==> config.mk <==
export PLATFORM = sky130hd
export DESIGN_NAME = cpcs_top
export DESIGN_NICKNAME = d
export VERILOG_FILES = /design/src/cpcs_pkg.sv /design/src/cpcs_top.sv
export SDC_FILE = /design/constraint.sdc
export NUM_CORES = 1
export LEC_CHECK = 0
export ABC_AREA = 0
export BUFFER_PORTS_ARGS = -buffer_cell sky130_fd_sc_hd__buf_2
export CORE_MARGIN = 2
export CORE_UTILIZATION = 59
export CTS_CLUSTER_DIAMETER = 120
export DETAILED_ROUTE_END_ITERATION = 10
export PLACE_DENSITY_LB_ADDON = 0.05
export SLEW_MARGIN = 5
export SYNTH_ARGS = -nofsm -noshare
export SYNTH_HDL_FRONTEND = slang
export SYNTH_SLANG_ARGS = --single-unit
==> constraint.sdc <==
create_clock -name clk_sys -period 3.75 [get_ports clk_sys]
set_input_delay 0.375 -clock clk_sys [delete_from_list [all_inputs] [get_ports clk_sys]]
set_output_delay 0.375 -clock clk_sys [all_outputs]
set_load 0.01 [all_outputs]
==> src/cpcs_pkg.sv <==
package cpcs_pkg;

  // ----------------------------------------------------------------
  // Bus
  // ----------------------------------------------------------------
  localparam int          ADDR_W       = 4;
  localparam logic [3:0]  OFS_CLK_CTRL = 4'h0;
  localparam logic [3:0]  OFS_OSC_CTRL = 4'h4;
  localparam logic [3:0]  OFS_STATUS   = 4'h8;
  localparam logic [1:0]  RESP_OKAY    = 2'h0;
  localparam logic [1:0]  RESP_SLVERR  = 2'h2;

  // ----------------------------------------------------------------
  // Clock control register fields
  // ----------------------------------------------------------------
  localparam int BIT_DIV8      = 0;
  localparam int BIT_DIV_LO    = 1;
  localparam int BIT_DIV_HI    = 2;
  localparam int BIT_WAKE_OVR  = 3;
  localparam int BIT_PSTOP_W   = 4;
  localparam int BIT_LS_OFF    = 5;
  localparam int BIT_XTAL_PIN  = 6;
  localparam int BIT_XTAL_STOP = 7;
  localparam int BIT_SYS_SRC   = 8;
  localparam logic [8:0] CLK_CTRL_RST = 9'h180;

  // ----------------------------------------------------------------
  // Oscillator control register fields
  // ----------------------------------------------------------------
  localparam int BIT_HS_EN     = 0;
  localparam int BIT_OSC_SEL   = 1;
  localparam int BIT_D128_SEL  = 2;
  localparam int BIT_POSTDIV   = 3;
  localparam int BIT_CSPROT    = 6;
  localparam int BIT_LCREAD    = 7;
  localparam logic [7:0] OSC_CTRL_RST = 8'h00;

  // ----------------------------------------------------------------
  // Division constants, counted in source edges (two per cycle)
  // ----------------------------------------------------------------
  localparam logic [4:0] RATIO_1  = 5'h01;
  localparam logic [4:0] RATIO_2  = 5'h02;
  localparam logic [4:0] RATIO_4  = 5'h04;
  localparam logic [4:0] RATIO_8  = 5'h08;
  localparam logic [4:0] RATIO_16 = 5'h10;
  localparam logic [3:0] POSTDIV_BASE = 4'h2;
  localparam int         D128_BIT     = 7;
  localparam int         NUM_PCLK     = 5;
  localparam int         NUM_OSC      = 3;

endpackage

==> src/cpcs_top.sv <==
`timescale 1ns/1ps
module cpcs_top (
  input  wire logic                        clk_sys,
  input  wire logic                        reset,
  input  wire logic                        clk_en,
  // Oscillator levels from outside the clock domain
  input  wire logic                        crystal_clock,
  input  wire logic                        hs_osc_in,
  input  wire logic                        ls_osc_in,
  // Power state from the CPU core
  input  wire logic                        wait_mode,
  input  wire logic                        stop_mode,
  // AXI4-Lite slave
  input  wire logic [cpcs_pkg::ADDR_W-1:0] s_axi_awaddr,
  input  wire logic                        s_axi_awvalid,
  output logic                             s_axi_awready,
  input  wire logic [31:0]                 s_axi_wdata,
  input  wire logic [3:0]                  s_axi_wstrb,
  input  wire logic                        s_axi_wvalid,
  output logic                             s_axi_wready,
  output logic [1:0]                       s_axi_bresp,
  output logic                             s_axi_bvalid,
  input  wire logic                        s_axi_bready,
  input  wire logic [cpcs_pkg::ADDR_W-1:0] s_axi_araddr,
  input  wire logic                        s_axi_arvalid,
  output logic                             s_axi_arready,
  output logic [31:0]                      s_axi_rdata,
  output logic [1:0]                       s_axi_rresp,
  output logic                             s_axi_rvalid,
  input  wire logic                        s_axi_rready,
  // Clock outputs
  output logic                             cpu_clk,
  output logic                             watchdog_clk,
  output logic [cpcs_pkg::NUM_PCLK-1:0]    periph_clk,
  output logic                             onchip_osc_clk,
  output logic                             hs_undivided_clk,
  output logic                             hs_divided_clk,
  output logic                             ls_detect_clk,
  output logic                             capture_div128_clk,
  output logic                             crystal_osc_run,
  output logic                             low_current_read_mode
);
  import cpcs_pkg::*;

  // ----------------------------------------------------------------
  // Oscillator synchronisers
  // ----------------------------------------------------------------
  logic [NUM_OSC-1:0] osc_raw;
  logic [NUM_OSC-1:0] s1_q, s2_q, s3_q, lvl_q, edge_q;
  assign osc_raw = {ls_osc_in, hs_osc_in, crystal_clock};

  genvar g;
  generate
    for (g = 0; g < NUM_OSC; g++) begin : g_sync
      always_ff @(posedge clk_sys) begin
        if (reset) begin
          s1_q[g]   <= 1'b0;
          s2_q[g]   <= 1'b0;
          s3_q[g]   <= 1'b0;
          lvl_q[g]  <= 1'b0;
          edge_q[g] <= 1'b0;
        end else if (clk_en) begin
          s1_q[g]   <= osc_raw[g];
          s2_q[g]   <= s1_q[g];
          s3_q[g]   <= s2_q[g];
          // A change counts only once two stages agree
          edge_q[g] <= (s2_q[g] == s3_q[g]) && (s2_q[g] != lvl_q[g]);
          if (s2_q[g] == s3_q[g]) begin
            lvl_q[g] <= s2_q[g];
          end
        end
      end
    end
  endgenerate

  // ----------------------------------------------------------------
  // Control registers
  // ----------------------------------------------------------------
  logic [8:0] clk_ctrl_q;
  logic [7:0] osc_ctrl_q;
  logic       stop_prev_q;
  logic       wait_prev_q;
  logic       pstop_latched_q;
  logic       wr_en;
  logic [3:0] wr_addr;
  logic [31:0] wr_data;
  logic [3:0] wr_strb;

  logic xtal_ok, ls_on, hs_on, stop_entry;
  assign xtal_ok    = clk_ctrl_q[BIT_XTAL_PIN] && !clk_ctrl_q[BIT_XTAL_STOP];
  assign ls_on      = !clk_ctrl_q[BIT_LS_OFF] && !stop_mode;
  assign hs_on      = osc_ctrl_q[BIT_HS_EN] && !stop_mode;
  assign stop_entry = stop_mode && !stop_prev_q;

  always_ff @(posedge clk_sys) begin
    if (reset) begin
      clk_ctrl_q <= CLK_CTRL_RST;
      osc_ctrl_q <= OSC_CTRL_RST;
    end else if (clk_en) begin
      if (wr_en && wr_addr == OFS_CLK_CTRL) begin
        if (wr_strb[0]) begin
          clk_ctrl_q[7:0] <= wr_data[7:0];
        end
        if (wr_strb[1]) begin
          clk_ctrl_q[8] <= wr_data[8];
        end
      end
      if (wr_en && wr_addr == OFS_OSC_CTRL && wr_strb[0]) begin
        osc_ctrl_q <= wr_data[7:0];
        // Protection, once on, holds until reset
        if (osc_ctrl_q[BIT_CSPROT]) begin
          osc_ctrl_q[BIT_CSPROT] <= 1'b1;
        end
      end
      // Hardware set wins over a software write in the same cycle
      if (stop_entry) begin
        clk_ctrl_q[BIT_DIV8] <= 1'b1;
      end
    end
  end

  always_ff @(posedge clk_sys) begin
    if (reset) begin
      stop_prev_q     <= 1'b0;
      wait_prev_q     <= 1'b0;
      pstop_latched_q <= 1'b0;
    end else if (clk_en) begin
      stop_prev_q <= stop_mode;
      wait_prev_q <= wait_mode;
      if (wait_mode && !wait_prev_q) begin
        pstop_latched_q <= clk_ctrl_q[BIT_PSTOP_W];
      end else if (!wait_mode) begin
        pstop_latched_q <= 1'b0;
      end
    end
  end

  assign crystal_osc_run       = !clk_ctrl_q[BIT_XTAL_STOP];
  assign low_current_read_mode = osc_ctrl_q[BIT_LCREAD];

  // ----------------------------------------------------------------
  // High-speed post-divider and on-chip selection
  // ----------------------------------------------------------------
  logic [3:0] hs_cnt_q;
  logic [3:0] hs_half;
  logic       hs_div_q;
  logic       hs_div_edge;
  assign hs_half = osc_ctrl_q[BIT_POSTDIV +: 3] + POSTDIV_BASE;

  always_ff @(posedge clk_sys) begin
    if (reset) begin
      hs_cnt_q <= 4'h0;
      hs_div_q <= 1'b0;
    end else if (clk_en) begin
      if (!hs_on) begin
        hs_cnt_q <= 4'h0;
        hs_div_q <= 1'b0;
      end else if (edge_q[1]) begin
        if (hs_cnt_q >= hs_half - 4'h1) begin
          hs_cnt_q <= 4'h0;
          hs_div_q <= !hs_div_q;
        end else begin
          hs_cnt_q <= hs_cnt_q + 4'h1;
        end
      end
    end
  end
  assign hs_div_edge = hs_on && edge_q[1] && (hs_cnt_q >= hs_half - 4'h1);

  logic ocl_level, ocl_edge;
  always_comb begin
    if (osc_ctrl_q[BIT_OSC_SEL]) begin
      ocl_level = hs_div_q && hs_on;
      ocl_edge  = hs_div_edge;
    end else begin
      ocl_level = lvl_q[2] && ls_on;
      ocl_edge  = edge_q[2] && ls_on;
    end
  end

  // ----------------------------------------------------------------
  // System clock and glitch-free CPU divider
  // ----------------------------------------------------------------
  logic       src_q;
  logic [4:0] ratio_q, ratio_d, cpu_cnt_q;
  logic       cpu_q, sys_edge, cpu_turn, halt;

  always_comb begin
    if (clk_ctrl_q[BIT_DIV8]) begin
      ratio_d = RATIO_8;
    end else begin
      case ({clk_ctrl_q[BIT_DIV_HI], clk_ctrl_q[BIT_DIV_LO]})
        2'h0:    ratio_d = RATIO_1;
        2'h1:    ratio_d = RATIO_2;
        2'h2:    ratio_d = RATIO_4;
        default: ratio_d = RATIO_16;
      endcase
    end
  end

  // Crystal path when source is zero, on-chip path otherwise
  assign sys_edge = !stop_mode &&
                    (src_q ? ocl_edge : (edge_q[0] && xtal_ok));
  assign cpu_turn = sys_edge && (cpu_cnt_q >= ratio_q - 5'h01);
  assign halt     = wait_mode || stop_mode;

  always_ff @(posedge clk_sys) begin
    if (reset) begin
      src_q     <= 1'b1;
      ratio_q   <= RATIO_1;
      cpu_cnt_q <= 5'h00;
      cpu_q     <= 1'b0;
    end else if (clk_en) begin
      if (cpu_turn) begin
        cpu_cnt_q <= 5'h00;
        if (cpu_q) begin
          cpu_q <= 1'b0;
          // New ratio and source at the end of a whole period, or in a swap while low
          ratio_q <= ratio_d;
          src_q   <= clk_ctrl_q[BIT_SYS_SRC];
        end else if (!halt) begin
          cpu_q <= 1'b1;
        end
      end else if (sys_edge) begin
        cpu_cnt_q <= cpu_cnt_q + 5'h01;
      end else if (!cpu_q && src_q != clk_ctrl_q[BIT_SYS_SRC]) begin
        // Any cycle without a source edge while low: swap without a short phase
        src_q     <= clk_ctrl_q[BIT_SYS_SRC];
        ratio_q   <= ratio_d;
        cpu_cnt_q <= 5'h00;
      end
    end
  end
  assign cpu_clk = cpu_q;

  // ----------------------------------------------------------------
  // Peripheral clocks
  // ----------------------------------------------------------------
  logic [5:0] pcnt_q;
  logic [NUM_PCLK-1:0] pclk_q;
  localparam int PTAP [NUM_PCLK] = '{0, 1, 2, 3, 5};

  always_ff @(posedge clk_sys) begin
    if (reset) begin
      pcnt_q <= 6'h00;
    end else if (clk_en && sys_edge && !pstop_latched_q) begin
      pcnt_q <= pcnt_q + 6'h01;
    end
  end

  generate
    for (g = 0; g < NUM_PCLK; g++) begin : g_pclk
      always_ff @(posedge clk_sys) begin
        if (reset) begin
          pclk_q[g] <= 1'b0;
        end else if (clk_en) begin
          pclk_q[g] <= pcnt_q[PTAP[g]];
        end
      end
    end
  endgenerate
  assign periph_clk = pclk_q;

  // ----------------------------------------------------------------
  // Oscillator-derived clocks
  // ----------------------------------------------------------------
  logic [7:0] d128_cnt_q;
  logic       d128_edge;
  logic       ocl_q, hsu_q, hsd_q, lsd_q, d128_q, wdt_q;
  assign d128_edge = osc_ctrl_q[BIT_D128_SEL] ? hs_div_edge
                                              : (edge_q[2] && ls_on);

  always_ff @(posedge clk_sys) begin
    if (reset) begin
      d128_cnt_q <= 8'h00;
    end else if (clk_en && d128_edge) begin
      d128_cnt_q <= d128_cnt_q + 8'h01;
    end
  end

  // Wait leaves all of these running; stop or a disabled source oscillator silences them
  always_ff @(posedge clk_sys) begin
    if (reset) begin
      ocl_q  <= 1'b0;
      hsu_q  <= 1'b0;
      hsd_q  <= 1'b0;
      lsd_q  <= 1'b0;
      d128_q <= 1'b0;
    end else if (clk_en) begin
      ocl_q  <= ocl_level && (ls_on || hs_on);
      hsu_q  <= lvl_q[1] && hs_on;
      hsd_q  <= hs_div_q && hs_on;
      lsd_q  <= lvl_q[2] && ls_on;
      d128_q <= d128_cnt_q[D128_BIT];
    end
  end

  // Protected watchdog clock ignores both stop and the off bit
  always_ff @(posedge clk_sys) begin
    if (reset) begin
      wdt_q <= 1'b0;
    end else if (clk_en) begin
      wdt_q <= osc_ctrl_q[BIT_CSPROT] ? lvl_q[2] : cpu_q;
    end
  end

  assign onchip_osc_clk     = ocl_q;
  assign hs_undivided_clk   = hsu_q;
  assign hs_divided_clk     = hsd_q;
  assign ls_detect_clk      = lsd_q;
  assign capture_div128_clk = d128_q;
  assign watchdog_clk       = wdt_q;

  // ----------------------------------------------------------------
  // AXI4-Lite write channel
  // ----------------------------------------------------------------
  logic        aw_q, w_q, bvalid_q;
  logic [3:0]  awaddr_q;
  logic [31:0] wdata_q;
  logic [3:0]  wstrb_q;
  logic [1:0]  bresp_q;

  assign s_axi_awready = !aw_q && !bvalid_q;
  assign s_axi_wready  = !w_q && !bvalid_q;
  assign wr_en         = aw_q && w_q && !bvalid_q;
  assign wr_addr       = awaddr_q;
  assign wr_data       = wdata_q;
  assign wr_strb       = wstrb_q;

  always_ff @(posedge clk_sys) begin
    if (reset) begin
      aw_q     <= 1'b0;
      w_q      <= 1'b0;
      bvalid_q <= 1'b0;
      awaddr_q <= 4'h0;
      wdata_q  <= 32'h0000_0000;
      wstrb_q  <= 4'h0;
      bresp_q  <= RESP_OKAY;
    end else if (clk_en) begin
      if (s_axi_awvalid && s_axi_awready) begin
        aw_q     <= 1'b1;
        awaddr_q <= s_axi_awaddr;
      end
      if (s_axi_wvalid && s_axi_wready) begin
        w_q     <= 1'b1;
        wdata_q <= s_axi_wdata;
        wstrb_q <= s_axi_wstrb;
      end
      if (wr_en) begin
        aw_q     <= 1'b0;
        w_q      <= 1'b0;
        bvalid_q <= 1'b1;
        bresp_q  <= (awaddr_q == OFS_CLK_CTRL || awaddr_q == OFS_OSC_CTRL)
                    ? RESP_OKAY : RESP_SLVERR;
      end else if (bvalid_q && s_axi_bready) begin
        bvalid_q <= 1'b0;
      end
    end
  end
  assign s_axi_bvalid = bvalid_q;
  assign s_axi_bresp  = bresp_q;

  // ----------------------------------------------------------------
  // AXI4-Lite read channel
  // ----------------------------------------------------------------
  logic        rvalid_q;
  logic [31:0] rdata_q;
  logic [1:0]  rresp_q;
  assign s_axi_arready = !rvalid_q;

  always_ff @(posedge clk_sys) begin
    if (reset) begin
      rvalid_q <= 1'b0;
      rdata_q  <= 32'h0000_0000;
      rresp_q  <= RESP_OKAY;
    end else if (clk_en) begin
      if (s_axi_arvalid && s_axi_arready) begin
        rvalid_q <= 1'b1;
        rresp_q  <= RESP_OKAY;
        case (s_axi_araddr)
          OFS_CLK_CTRL: rdata_q <= {23'h000000, clk_ctrl_q};
          OFS_OSC_CTRL: rdata_q <= {24'h000000, osc_ctrl_q};
          OFS_STATUS:   rdata_q <= {22'h000000, src_q, ratio_q, cpu_q,
                                    pstop_latched_q, stop_mode, wait_mode};
          default: begin
            rdata_q <= 32'h0000_0000;
            rresp_q <= RESP_SLVERR;
          end
        endcase
      end else if (rvalid_q && s_axi_rready) begin
        rvalid_q <= 1'b0;
      end
    end
  end
  assign s_axi_rvalid = rvalid_q;
  assign s_axi_rdata  = rdata_q;
  assign s_axi_rresp  = rresp_q;

endmodule

; ---- Yosys cells after proc, flatten, opt, wreduce, memory -nomap -nowiden
; Cells that the tools add are included.
; Widths: inputs -> output; s select.
[word_totals]
ff_bits = 132
in_bits = 57
out_inout_bits = 55
elab_cells = 202
n_memories = 0
rom_bits = 0
ram_bits = 0
latchBits = 0
[classes]
n_bitwise = 0
mux = 43
order_cmp = 2
multipliers = 0
eq_ne = 17
n_shift = 0
reduce_logical = 82
addsub = 7
div = 0
[ops]
columns = op, count
row1 = $mux 5, 8
row2 = $logic_and 1x1->1, 34
row3 = $reduce_and 2->1, 16
row4 = $pmux 10 s3, 1
row5 = $mux 1, 28
row6 = $pmux 5 s3, 1
row7 = $reduce_bool 2->1, 7
row8 = $logic_not 1->1, 12
row9 = $mux 4, 3
row10 = $reduce_and 3->1, 4
row11 = $add 8x1->8 const B, 1
row12 = $eq 4x3->1 const B, 2
row13 = $logic_not 4->1, 2
row14 = $add 6x1->6 const B, 1
row15 = $ne 2x1->1 const B, 3
row16 = $add 5x1->5 const B, 1
row17 = $ge 5x5->1, 1
row18 = $sub 5x1->5 const B, 1
row19 = $add 3x2->4 const B, 1
row20 = $add 4x1->4 const B, 1
row21 = $eq 4x4->1 const B, 1
row22 = $ge 4x4->1, 1
row23 = $mux 2, 2
row24 = $ne 1x1->1, 4
row25 = 10 further kinds, 15

; ---- Logic depth before layout (Yosys ltp)
; Gate-level depths: netlist of run 1.
[depth]
ltp_word = 10
depth_mapped = 9
depth_no_buf = 9

; ---- Worst setup path after synthesis of run 1
; No wires, ideal clock.
[synth_path]
kind = reg2reg
from = reg osc_ctrl_q[3]
to = reg d128_cnt_q[7]
required_ps = 3627
path_stages_with_launch = 9
setup_slack_ps = 1485
arrival_ps = 2142
path_buffers = 0
period_less_slack_ps = 2265
setup_time_ps = 123
path_cell_list = dfxtp_1 -> ha_1 -> xnor2_1 -> ha_1 -> o211ai_1 -> o21ai_1 -> nand4_1 -> a2111oi_2 -> mux2_1
[synth_between]
elab_chain_len = 6
[synth_lines]
columns = element, line_no
row1 = "start, declared", cpcs_top.sv:80  ; logic [7:0] osc_ctrl_q;
row2 = "start signal, assigned", cpcs_top.sv:109  ; osc_ctrl_q <= wr_data[7:0];
row3 = $add 3x2->4, cpcs_top.sv:148  ; assign hs_half = osc_ctrl_q[BIT_POSTDIV +: 3] + POSTDIV_BASE;
row4 = $sub 4x1->4, cpcs_top.sv:168  ; assign hs_div_edge = hs_on && edge_q[1] && (hs_cnt_q >= hs_half - 4'h1);
row5 = $ge 4x4->1, cpcs_top.sv:168
row6 = $logic_and 1x1->1, cpcs_top.sv:168
row7 = $mux 1, cpcs_top.sv:270  ; assign d128_edge = osc_ctrl_q[BIT_D128_SEL] ? hs_div_edge
row8 = $logic_and 1x1->1, cpcs_top.sv:276  ; end else if (clk_en && d128_edge) begin
row9 = "end signal, assigned", cpcs_top.sv:277  ; d128_cnt_q <= d128_cnt_q + 8'h01;
row10 = "end, declared", cpcs_top.sv:267  ; logic [7:0] d128_cnt_q;
; Every way passes these cells.
; A chain may end at the register's enable or synchronous reset.

; ---- Worst setup path in the final report of run 1
; Same ends and word-level chain as after synthesis.

==> flow_summary.ini, run 1 <==
[outcome]
outcome = complete, no violations

[min_path]
whs_path_depth = 3
hp-class = in -> reg

[sta]
slew_headroom = 0.2491
worstMarginPinSlew_ns = 1.126
clock_skew_ns = 0.01102
setup_tns_ns = 0
rsz0062_at_grt = no
fmaxAchievable_mhz = 379.1
setup_viol = 0
period_share = 0.7034
maxSlewViolCount = 0
fin_crit_ns = 2.638
finalHoldViolCount = 0

[synthesis]
syn_inst = 582
synth.most_common_cell = dfxtp_1
synth_area_leaders = dfxtp_1 42%, mux2i_1 11%, nor2_1 6.2%
synth.ff_latch_count = 108
synth_area_mm2 = 0.005134
synth.largest_area_cell = dfxtp_1
async_reset_ff_frac = 0
yosysUniqueCellTypes = 51
synth_edf_count = 0
synth_top_area_frac = 0.4212
synth_flop_cell = dfxtp_1
synth_common_cells = 108 x dfxtp_1, 85 x nor2_1, 63 x nand2_1
avgSynthCellArea_um2 = 8.821
ys_warn_count = 0
ys_seq_area_frac = 0.4212

[global_routing]
grt_max_degree = 119
grt_pass1_wl_um = 17840
grt-ovfl-total = 0
grt_pass1_vias = 3778
grt_usage = 0.2292
antenna_found_initial = 0

[placement]
dp.cells = 724
numPortBuffers = 62
place_congestion = 0.8095
hpwl_um = 7531

[clock_tree]
cts_resized = 0
numClockSinks = 108
cts_buffers = 9
cts_root_buf = clkbuf_8
clk_latency_ns = 0.37
cts_tree = built
ctsHoldBuffers = 0
clk_pin_slew_worst_paths_ns = 0.11
ctsHtreeMaxLevel = 3
cts_buffer_depth = 2
post_cts_buffers = 0

[route]
route.detailed.drc = 0
firstDrtPassIters = 4
drtAntennaViolNets = 0
drt-vias-per-instance = 5.503
vias = 4067
drtIter0Drc = 151
wl_um = 10690
post_drt_wl_per_cell_um = 14.47

[final_layout]
multiInputGateArea_mm2 = 0.002720
final_cells = 739
drive_above_1_share = 0.1569
n_fill_cell = 793
layout.area.seq_mm2 = 0.002162
fin_nets = 699
area_growth_pct = 8.677
n_antenna_cell = 0

[critical_path]
path_cells = ha_1 > xnor2_1 > ha_1 > o211ai_1 > o21ai_1 > nand4_1 > a2111oi_2 > mux2_1
worstReg2RegStart = osc_ctrl_q[3]
path_common_cell = ha_1
setup.worst_path.class = reg -> reg
crit_path_end = d128_cnt_q[7]
start_kind = register
end_kind = register
r2r_slack_ns = 1.11
max_stage_delay_ns = 0.43
r2r_end = d128_cnt_q[7]
required_ns = 4.02
cp.arrival_ns = 2.91
critPathSlowestCell = a2111oi_2
ff2ff_path_depth = 8
cp_max_fo = 7
crit_start = osc_ctrl_q[3]

[pwr]
power_density_mw_per_mm2 = 361.0
p_clk_frac = 0.334
switchingPower_uw = 525.5
ir_drop_mv = 0.2699
intPower_mw = 1.489
pwr-share-seq = 0.590
p_total_mw = 2.014
swShare = 0.2609
leakagePower_nw = 2.380
p_comb_frac = 0.076

[floorplanning]
die_height_um = 97.28
rows = 34
start_util = 0.5974
fp.dieW_um = 97.28
coreArea_mm2 = 0.008593
dieArea_mm2 = 0.009463
ios = 112

[run]
drv_cap = 0
[layout make-up]
type | instances | share of cell area
multi-input cells | 431 | 0.4876
flip-flops and latches | 108 | 0.3875
repair buffers | 65 | 0.06010
clock buffers | 10 | 0.02467
well taps | 108 | 0.02422
inverters | 12 | 0.008074
clock inverters | 5 | 0.007849
[placed cells by master (no fill, tap or decap), types with 4 or more instances in the layout]
cell type  netlist  layout
dfxtp_1        108     108
nor2_1          85      85
nand2_1         63      63
buf_2            5      61
mux2i_1         56      56
a21oi_1         36      36
conb_1           1      24
o21ai_0         16      16
ha_1            15      15
nor2b_1         13      13
inv_1           12      12
nand2b_1        11      11
clkbuf_8         0      10
nand4_1          9       9
a211oi_1         9       9
a22oi_1          9       9
nand3_1          8       8
xnor2_1          6       6
nor3_1           6       6
mux2_2           6       6
xor2_1           5       5
nand3b_1         5       5
nand4b_1         4       4
a21o_1           4       4
or4_1            4       4
or3_1            4       4
buf_4           24       4
[worst min-delay path by stage]
stage	start	to	slack, ns
after floorplan	wdata_q[8]	wdata_q[8]	0.44
after global placement	wdata_q[8]	wdata_q[8]	0.45
after detailed placement	wr_strb[1]	wr_strb[1]	0.45
after CTS	s_axi_wdata[7]	wdata_q[7]	0.21
after global routing	s_axi_wdata[3]	wdata_q[3]	0.23
final	s_axi_wdata[7]	wdata_q[7]	0.23
[layer usage]
| metal | routed length (um) | track usage | share of wire | up-vias |
|---|---|---|---|---|
| li1 | - | - | - | 2045 |
| met1 | 5244 | 0.3178 | 0.49 | 1925 |
| met2 | 4899 | 0.3707 | 0.46 | 84 |
| met3 | 372 | 0.03022 | 0.035 | 13 |
| met4 | 176 | 0.08013 | 0.016 | 0 |
| met5 | 0 | 0 | 0 | - |
[state kept, by name, summed over array words and instances (netlist names), 2 cells and up]
name,count
s2_q,3
s3_q,3
edge_q,3
s_axi_rdata,10
wdata_q,9
clk_ctrl_q,9
lvl_q,3
awaddr_q,4
pcnt_q,6
periph_clk,5
ratio_q,5
d128_cnt_q,8
wr_strb,2
hs_cnt_q,4
cpu_cnt_q,5
osc_ctrl_q,8
s1_q,3
[through the flow]
step	hold slack, ns	area (um2)	setup slack (ns)	utilization
after floorplan	0.4357	5220	1.485	-
final	0.2266	5579	1.112	0.6492
after CTS	0.2144	5579	1.104	0.6492
after global routing	0.2270	5579	0.9071	0.6492
after global placement	0.4460	5398	1.220	0.6281
after detailed placement	0.4495	5398	1.141	0.6281
[power by group through the flow]
stage / clock, mW / combinational (mW) / sequential, mW
2_1_floorplan: 0 / 0.129 / 1.21
3_3_place_gp: 0 / 0.149 / 1.21
3_5_place_dp: 0 / 0.153 / 1.21
4_1_cts: 0.687 / 0.153 / 1.19
5_1_grt: 0.736 / 0.170 / 1.19
6_report: 0.674 / 0.153 / 1.19
[worst max-delay path, delay by kind of cell, from the launching register on]
family                   cells  cell delay, ns
AO/OA/AOI/OAI                3            0.81
AND/OR/NAND/NOR              1            0.36
XOR/XNOR                     1            0.13
flip-flops                   1            0.37
adder cells (fa/ha/maj)      2            0.50
multiplexers                 1            0.36
[kinds of logic after synthesis]
kind of cell / share of synthesized area
buf+inv: 0.06702
compound gates: 0.1194
flops: 0.4212
simple gates: 0.2118
other cells: 0.0007305
fa+ha+maj: 0.03656
xor+xnor: 0.01877
mux: 0.1245
Note: power is estimated with default switching activity, not from simulation.
==> inputs of run 2 (changes only) <==
--- a/config.mk
+++ b/config.mk
@@ -8,7 +8,7 @@
 export ABC_AREA = 0
 export BUFFER_PORTS_ARGS = -buffer_cell sky130_fd_sc_hd__buf_2
 export CORE_MARGIN = 2
-export CORE_UTILIZATION = 59
+export CORE_UTILIZATION = 54
 export CTS_CLUSTER_DIAMETER = 120
 export DETAILED_ROUTE_END_ITERATION = 10
 export PLACE_DENSITY_LB_ADDON = 0.05
==> constraint.sdc (replaced) <==
create_clock -name clk_sys -period 2.6 [get_ports clk_sys]
set_input_delay 0.26 -clock clk_sys [delete_from_list [all_inputs] [get_ports clk_sys]]
set_output_delay 0.26 -clock clk_sys [all_outputs]
set_load 0.01 [all_outputs]
==> run 2 against run 1 <==
Compared with the run above:
- setup slack got worse by 1.0 ns
- final cell count grew 4.1%
- worst hold slack got worse by 0.11 ns
- routed wire length is 1.7% lower
- global-route usage shrank 1.6 points
- critical endpoint unchanged
- combinational power increased by 45%
==> flow_summary.ini, run 2 (same netlist as run 1, synthesis figures left out) <==
[critical_path]
ff2ff_path_depth = 9
cp.arrival_ns = 2.76
setup.worst_path.class = reg -> reg
worstReg2RegStart = osc_ctrl_q[4]
cp_max_fo = 7
r2r_slack_ns = 0.11
required_ns = 2.87
end_kind = register
start_kind = register
r2r_end = d128_cnt_q[7]

[sta]
maxSlewViolCount = 0
worstMarginPinSlew_ns = 0.9485
fin_ws_ns = 0.1054
finalHoldViolCount = 0
setup_viol = 0
slew_headroom = 0.3677
rsz0062_at_grt = yes
clock_skew_ns = 0.009684
fmaxAchievable_mhz = 400.9
period_share = 0.9595
worst_hold_slack_ns = 0.1207
fin_crit_ns = 2.495

[pwr]
p_total_mw = 2.900
leakagePower_nw = 2.428
power_density_mw_per_mm2 = 510.1
ir_drop_mv = 0.3071

[final_layout]
final_common_cell = dfxtp_1
mostFrequentLayoutCells = 108 x dfxtp_1, 85 x nor2_1, 63 x nand2_1
fin_nets = 707
area_growth_pct = 10.75
n_antenna_cell = 0
fin_area_mm2 = 0.005685
drive_above_1_share = 0.1703
largest_reg_flops = 10

[route]
firstDrtPassIters = 4
drtIter0Drc = 210
wl_met3_um = 397
vias = 4057
wl_met1_um = 5249
drtAntennaViolNets = 0
highest_layer = met5
post_drt_wl_per_cell_um = 13.67
wl_met2_um = 4712
drt-vias-per-instance = 5.276
wl_um = 10510
route.detailed.drc = 0

[min_path]
hold_end = wdata_q[4]
whs_path_depth = 3
holdCritStartpoint = s_axi_wdata[4]
hp-class = in -> reg

[floorplanning]
ios = 112
die_height_um = 101.5
fp.dieW_um = 101.5
coreArea_mm2 = 0.009240
rows = 35
dieArea_mm2 = 0.01030
start_util = 0.5556

[clock_tree]
cts_buffer_depth = 2
cts_resized = 0
cts_tree = built
clk_pin_slew_worst_paths_ns = 0.10
numClockSinks = 108
ctsHoldBuffers = 0
cts_buffers = 9
clk_latency_ns = 0.37
ctsHtreeMaxLevel = 3
post_cts_buffers = 0
cts_root_buf = clkbuf_8

[placement]
numPortBuffers = 62
hpwl_um = 7564
place_area_mm2 = 0.005484
place_congestion = 0.8233
place_ws_ns = 0.1269

[global_routing]
grt_pass1_wl_um = 17670
grt_max_degree = 101
grt_usage = 0.2132
grt_pass1_vias = 3706
grt-ovfl-total = 0
antenna_found_initial = 1

[run]
drv_cap = 0

[outcome]
outcome = complete, no violations
[run 2: power by group]
part	total, mW	switching (mW)	leakage [nW]	internal [mW]
registers	1.71	0.0269	0.875	1.68
logic	0.222	0.139	1.46	0.0837
clock network	0.966	0.582	0.0933	0.384
[run 2: area by class of cell]
type | count | area [um2]
fill | 822 | 3555
multi-input combinational | 431 | 2736
clock buffer | 10 | 137.6
tap | 129 | 161.4
timing repair buffer | 73 | 395.4
inverter | 12 | 45.04
clock inverter | 6 | 47.55
sequential | 108 | 2162
[run 2: worst max-delay path by stage]
stage	startpoint	endpoint	depth (start not counted)
2_1_floorplan	osc_ctrl_q[3]	d128_cnt_q[7]	8
3_3_place_gp	osc_ctrl_q[4]	d128_cnt_q[7]	9
3_5_place_dp	osc_ctrl_q[4]	pcnt_q[5]	8
4_1_cts	osc_ctrl_q[4]	pcnt_q[5]	8
5_1_grt	osc_ctrl_q[4]	d128_cnt_q[7]	9
6_report	osc_ctrl_q[4]	d128_cnt_q[7]	9
[run 2: per-stage QoR]
stage,utilization,cells,setup TNS [ns]
2_1_floorplan,-,605,0
3_3_place_gp,0.5935,753,0
3_5_place_dp,0.5935,753,0
4_1_cts,0.6135,769,0
5_1_grt,0.6153,769,-0.05146
6_report,0.6153,769,0
[run 2: critical path, stage by stage, from the launching register on]
cell and delay, ns:
dfxtp_1 0.35, ha_1 0.20, xnor2_1 0.13, ha_1 0.27
o211ai_1 0.12, o21ai_1 0.26, nand4_1 0.16, buf_4 0.20
a2111oi_2 0.35, mux2_1 0.35
[run 2: per-layer routing]
| metal | vias up | GRT usage |
|---|---|---|
| li1 | 2071 | - |
| met2 | 83 | 0.3300 |
| met5 | - | 0 |
| met4 | 2 | 0.06757 |
| met1 | 1887 | 0.3021 |
| met3 | 14 | 0.03865 |
==> inputs of run 3 (changes only) <==
--- a/config.mk
+++ b/config.mk
@@ -12,6 +12,7 @@
 export CTS_CLUSTER_DIAMETER = 120
 export DETAILED_ROUTE_END_ITERATION = 10
 export PLACE_DENSITY_LB_ADDON = 0.05
+export SETUP_SLACK_MARGIN = 0.5
 export SLEW_MARGIN = 5
 export SYNTH_ARGS = -nofsm -noshare
 export SYNTH_HDL_FRONTEND = slang
==> run 3 against run 2 <==
Compared with the run above:
- sequential cell count stayed put
- setup slack better by 0.083 ns
- design area up 7.0%
- count of clock-buffer cells in the layout did not move
- sequential power is essentially flat
- total power rose by 3.7%
- final cell count increased by 2.5%
- die area did not move
- via count increased by 3.6%
- core utilization rose by 4.3 points
- largest cell class unchanged
- highest routed layer is now met4
==> flow_summary.ini, run 3 (same netlist as run 1, synthesis figures left out) <==
[outcome]
outcome = complete, no violations

[sta]
fin_ws_ns = 0.1881
clock_skew_ns = 0.01699
worst_hold_slack_ns = 0.1093
finalHoldViolCount = 0
setup_viol = 0
slew_headroom = 0.2269
fmaxAchievable_mhz = 414.6
worstMarginPinSlew_ns = 1.160
rsz0062_at_grt = yes
maxSlewViolCount = 0
fin_crit_ns = 2.412
period_share = 0.9277
setup_tns_ns = 0

[critical_path]
required_ns = 2.87
end_kind = register
setup.worst_path.class = reg -> reg
worstReg2RegStart = osc_ctrl_q[4]
r2r_end = d128_cnt_q[4]
cp_max_fo = 6
r2r_slack_ns = 0.19
cp.arrival_ns = 2.68
ff2ff_path_depth = 10
start_kind = register

[placement]
numPortBuffers = 62
dp.cells = 750
place_ws_ns = 0.07943
place_congestion = 0.8149
hpwl_um = 7501

[final_layout]
fin_nets = 726
final_common_cell = dfxtp_1
n_fill_cell = 785
largest_reg_flops = 10
drive_above_1_share = 0.2382
layout.area.seq_mm2 = 0.002172
multiInputGateArea_mm2 = 0.002932
area_growth_pct = 18.55
final_cells = 788
n_antenna_cell = 0
mostFrequentLayoutCells = 104 x dfxtp_1, 85 x nor2_1, 62 x nand2_1

[global_routing]
antenna_found_initial = 0
grt_usage = 0.2196
grt_pass1_vias = 3848
grt_pass1_wl_um = 18170
grt-ovfl-total = 0
grt_max_degree = 119

[clock_tree]
clk_pin_slew_worst_paths_ns = 0.11
cts_buffers = 9
cts_root_buf = clkbuf_8
cts_tree = built
cts_buffer_depth = 2
numClockSinks = 108
clk_latency_ns = 0.37
ctsHoldBuffers = 0
ctsHtreeMaxLevel = 3

[min_path]
hp-class = in -> reg
whs_path_depth = 3
hold_end = wdata_q[8]
holdCritStartpoint = s_axi_wdata[8]

[floorplanning]
die_height_um = 101.5
coreArea_mm2 = 0.009240
dieArea_mm2 = 0.01030
fp.dieW_um = 101.5
ios = 112
start_util = 0.5556
rows = 35

[route]
drtAntennaViolNets = 0
drt-vias-per-instance = 5.335
wl_um = 11060
vias = 4204
drtIter0Drc = 135
route.detailed.drc = 0
post_drt_wl_per_cell_um = 14.04
firstDrtPassIters = 4

[pwr]
leakagePower_nw = 2.550
ir_drop_mv = 0.4209
p_total_mw = 3.007
power_density_mw_per_mm2 = 494.1

[run]
drv_cap = 0
## run 3: worst max-delay path by stage
| stage | start | cells after the start | end | slack (ns) |
|---|---|---|---|---|
| after floorplan | osc_ctrl_q[3] | 8 | d128_cnt_q[7] | 0.39 |
| after global placement | osc_ctrl_q[3] | 8 | d128_cnt_q[7] | 0.12 |
| after detailed placement | osc_ctrl_q[3] | 8 | d128_cnt_q[7] | 0.08 |
| after CTS | osc_ctrl_q[4] | 8 | pcnt_q[5] | 0.25 |
| after global routing | osc_ctrl_q[4] | 10 | d128_cnt_q[4] | 0.08 |
| final | osc_ctrl_q[4] | 10 | d128_cnt_q[4] | 0.19 |
## run 3: final cells by class
type	instances	area share
multi-input combinational	431	0.4817
sequential	108	0.3569
timing repair buffer	92	0.09272
tap	129	0.02652
clock buffer	10	0.02262
clock inverter	6	0.01172
inverter	12	0.007812
## run 3: worst max-delay path: stages, from the launching register on
cell,delay [ns]
dfxtp_4,0.37
ha_4,0.16
xnor2_2,0.13
ha_1,0.28
o211ai_1,0.16
o21ai_2,0.23
nand4_1,0.13
buf_6,0.17
buf_6,0.12
a211oi_4,0.25
mux2_4,0.32
## run 3: what timing repair did
| item | CTS | global route |
|---|---|---|
| setup buffers | 14 | 8 |
| pin swaps | 18 | 22 |
| resized for setup | 24 | 23 |
| setup endpoints to repair | 23 | 30 |
## run 3: through the flow
| step | instance area [um2] | utilization |
|---|---|---|
| 6_report | 6086 | 0.6586 |
| 5_1_grt | 6086 | 0.6586 |
| 4_1_cts | 5911 | 0.6397 |
| 3_5_place_dp | 5499 | 0.5951 |
| 3_3_place_gp | 5499 | 0.5951 |
| 2_1_floorplan | 5258 | - |
## run 3: power breakdown
group / total [mW] / switching [mW] / leakage (nW) / internal [mW]
clock: 1.06 / 0.583 / 0.0991 / 0.479
sequential: 1.71 / 0.0272 / 0.876 / 1.68
combinational: 0.236 / 0.145 / 1.57 / 0.0905
total: 3.01 / 0.756 / 2.55 / 2.25
## run 3: layer usage
metal / global-route usage / share of wire / vias up
met5: 0 / 0 / -
met4: 0.06341 / 0.012 / 0
met3: 0.03589 / 0.046 / 10
met2: 0.3629 / 0.47 / 109
met1: 0.2971 / 0.47 / 1978
li1: - / - / 2107
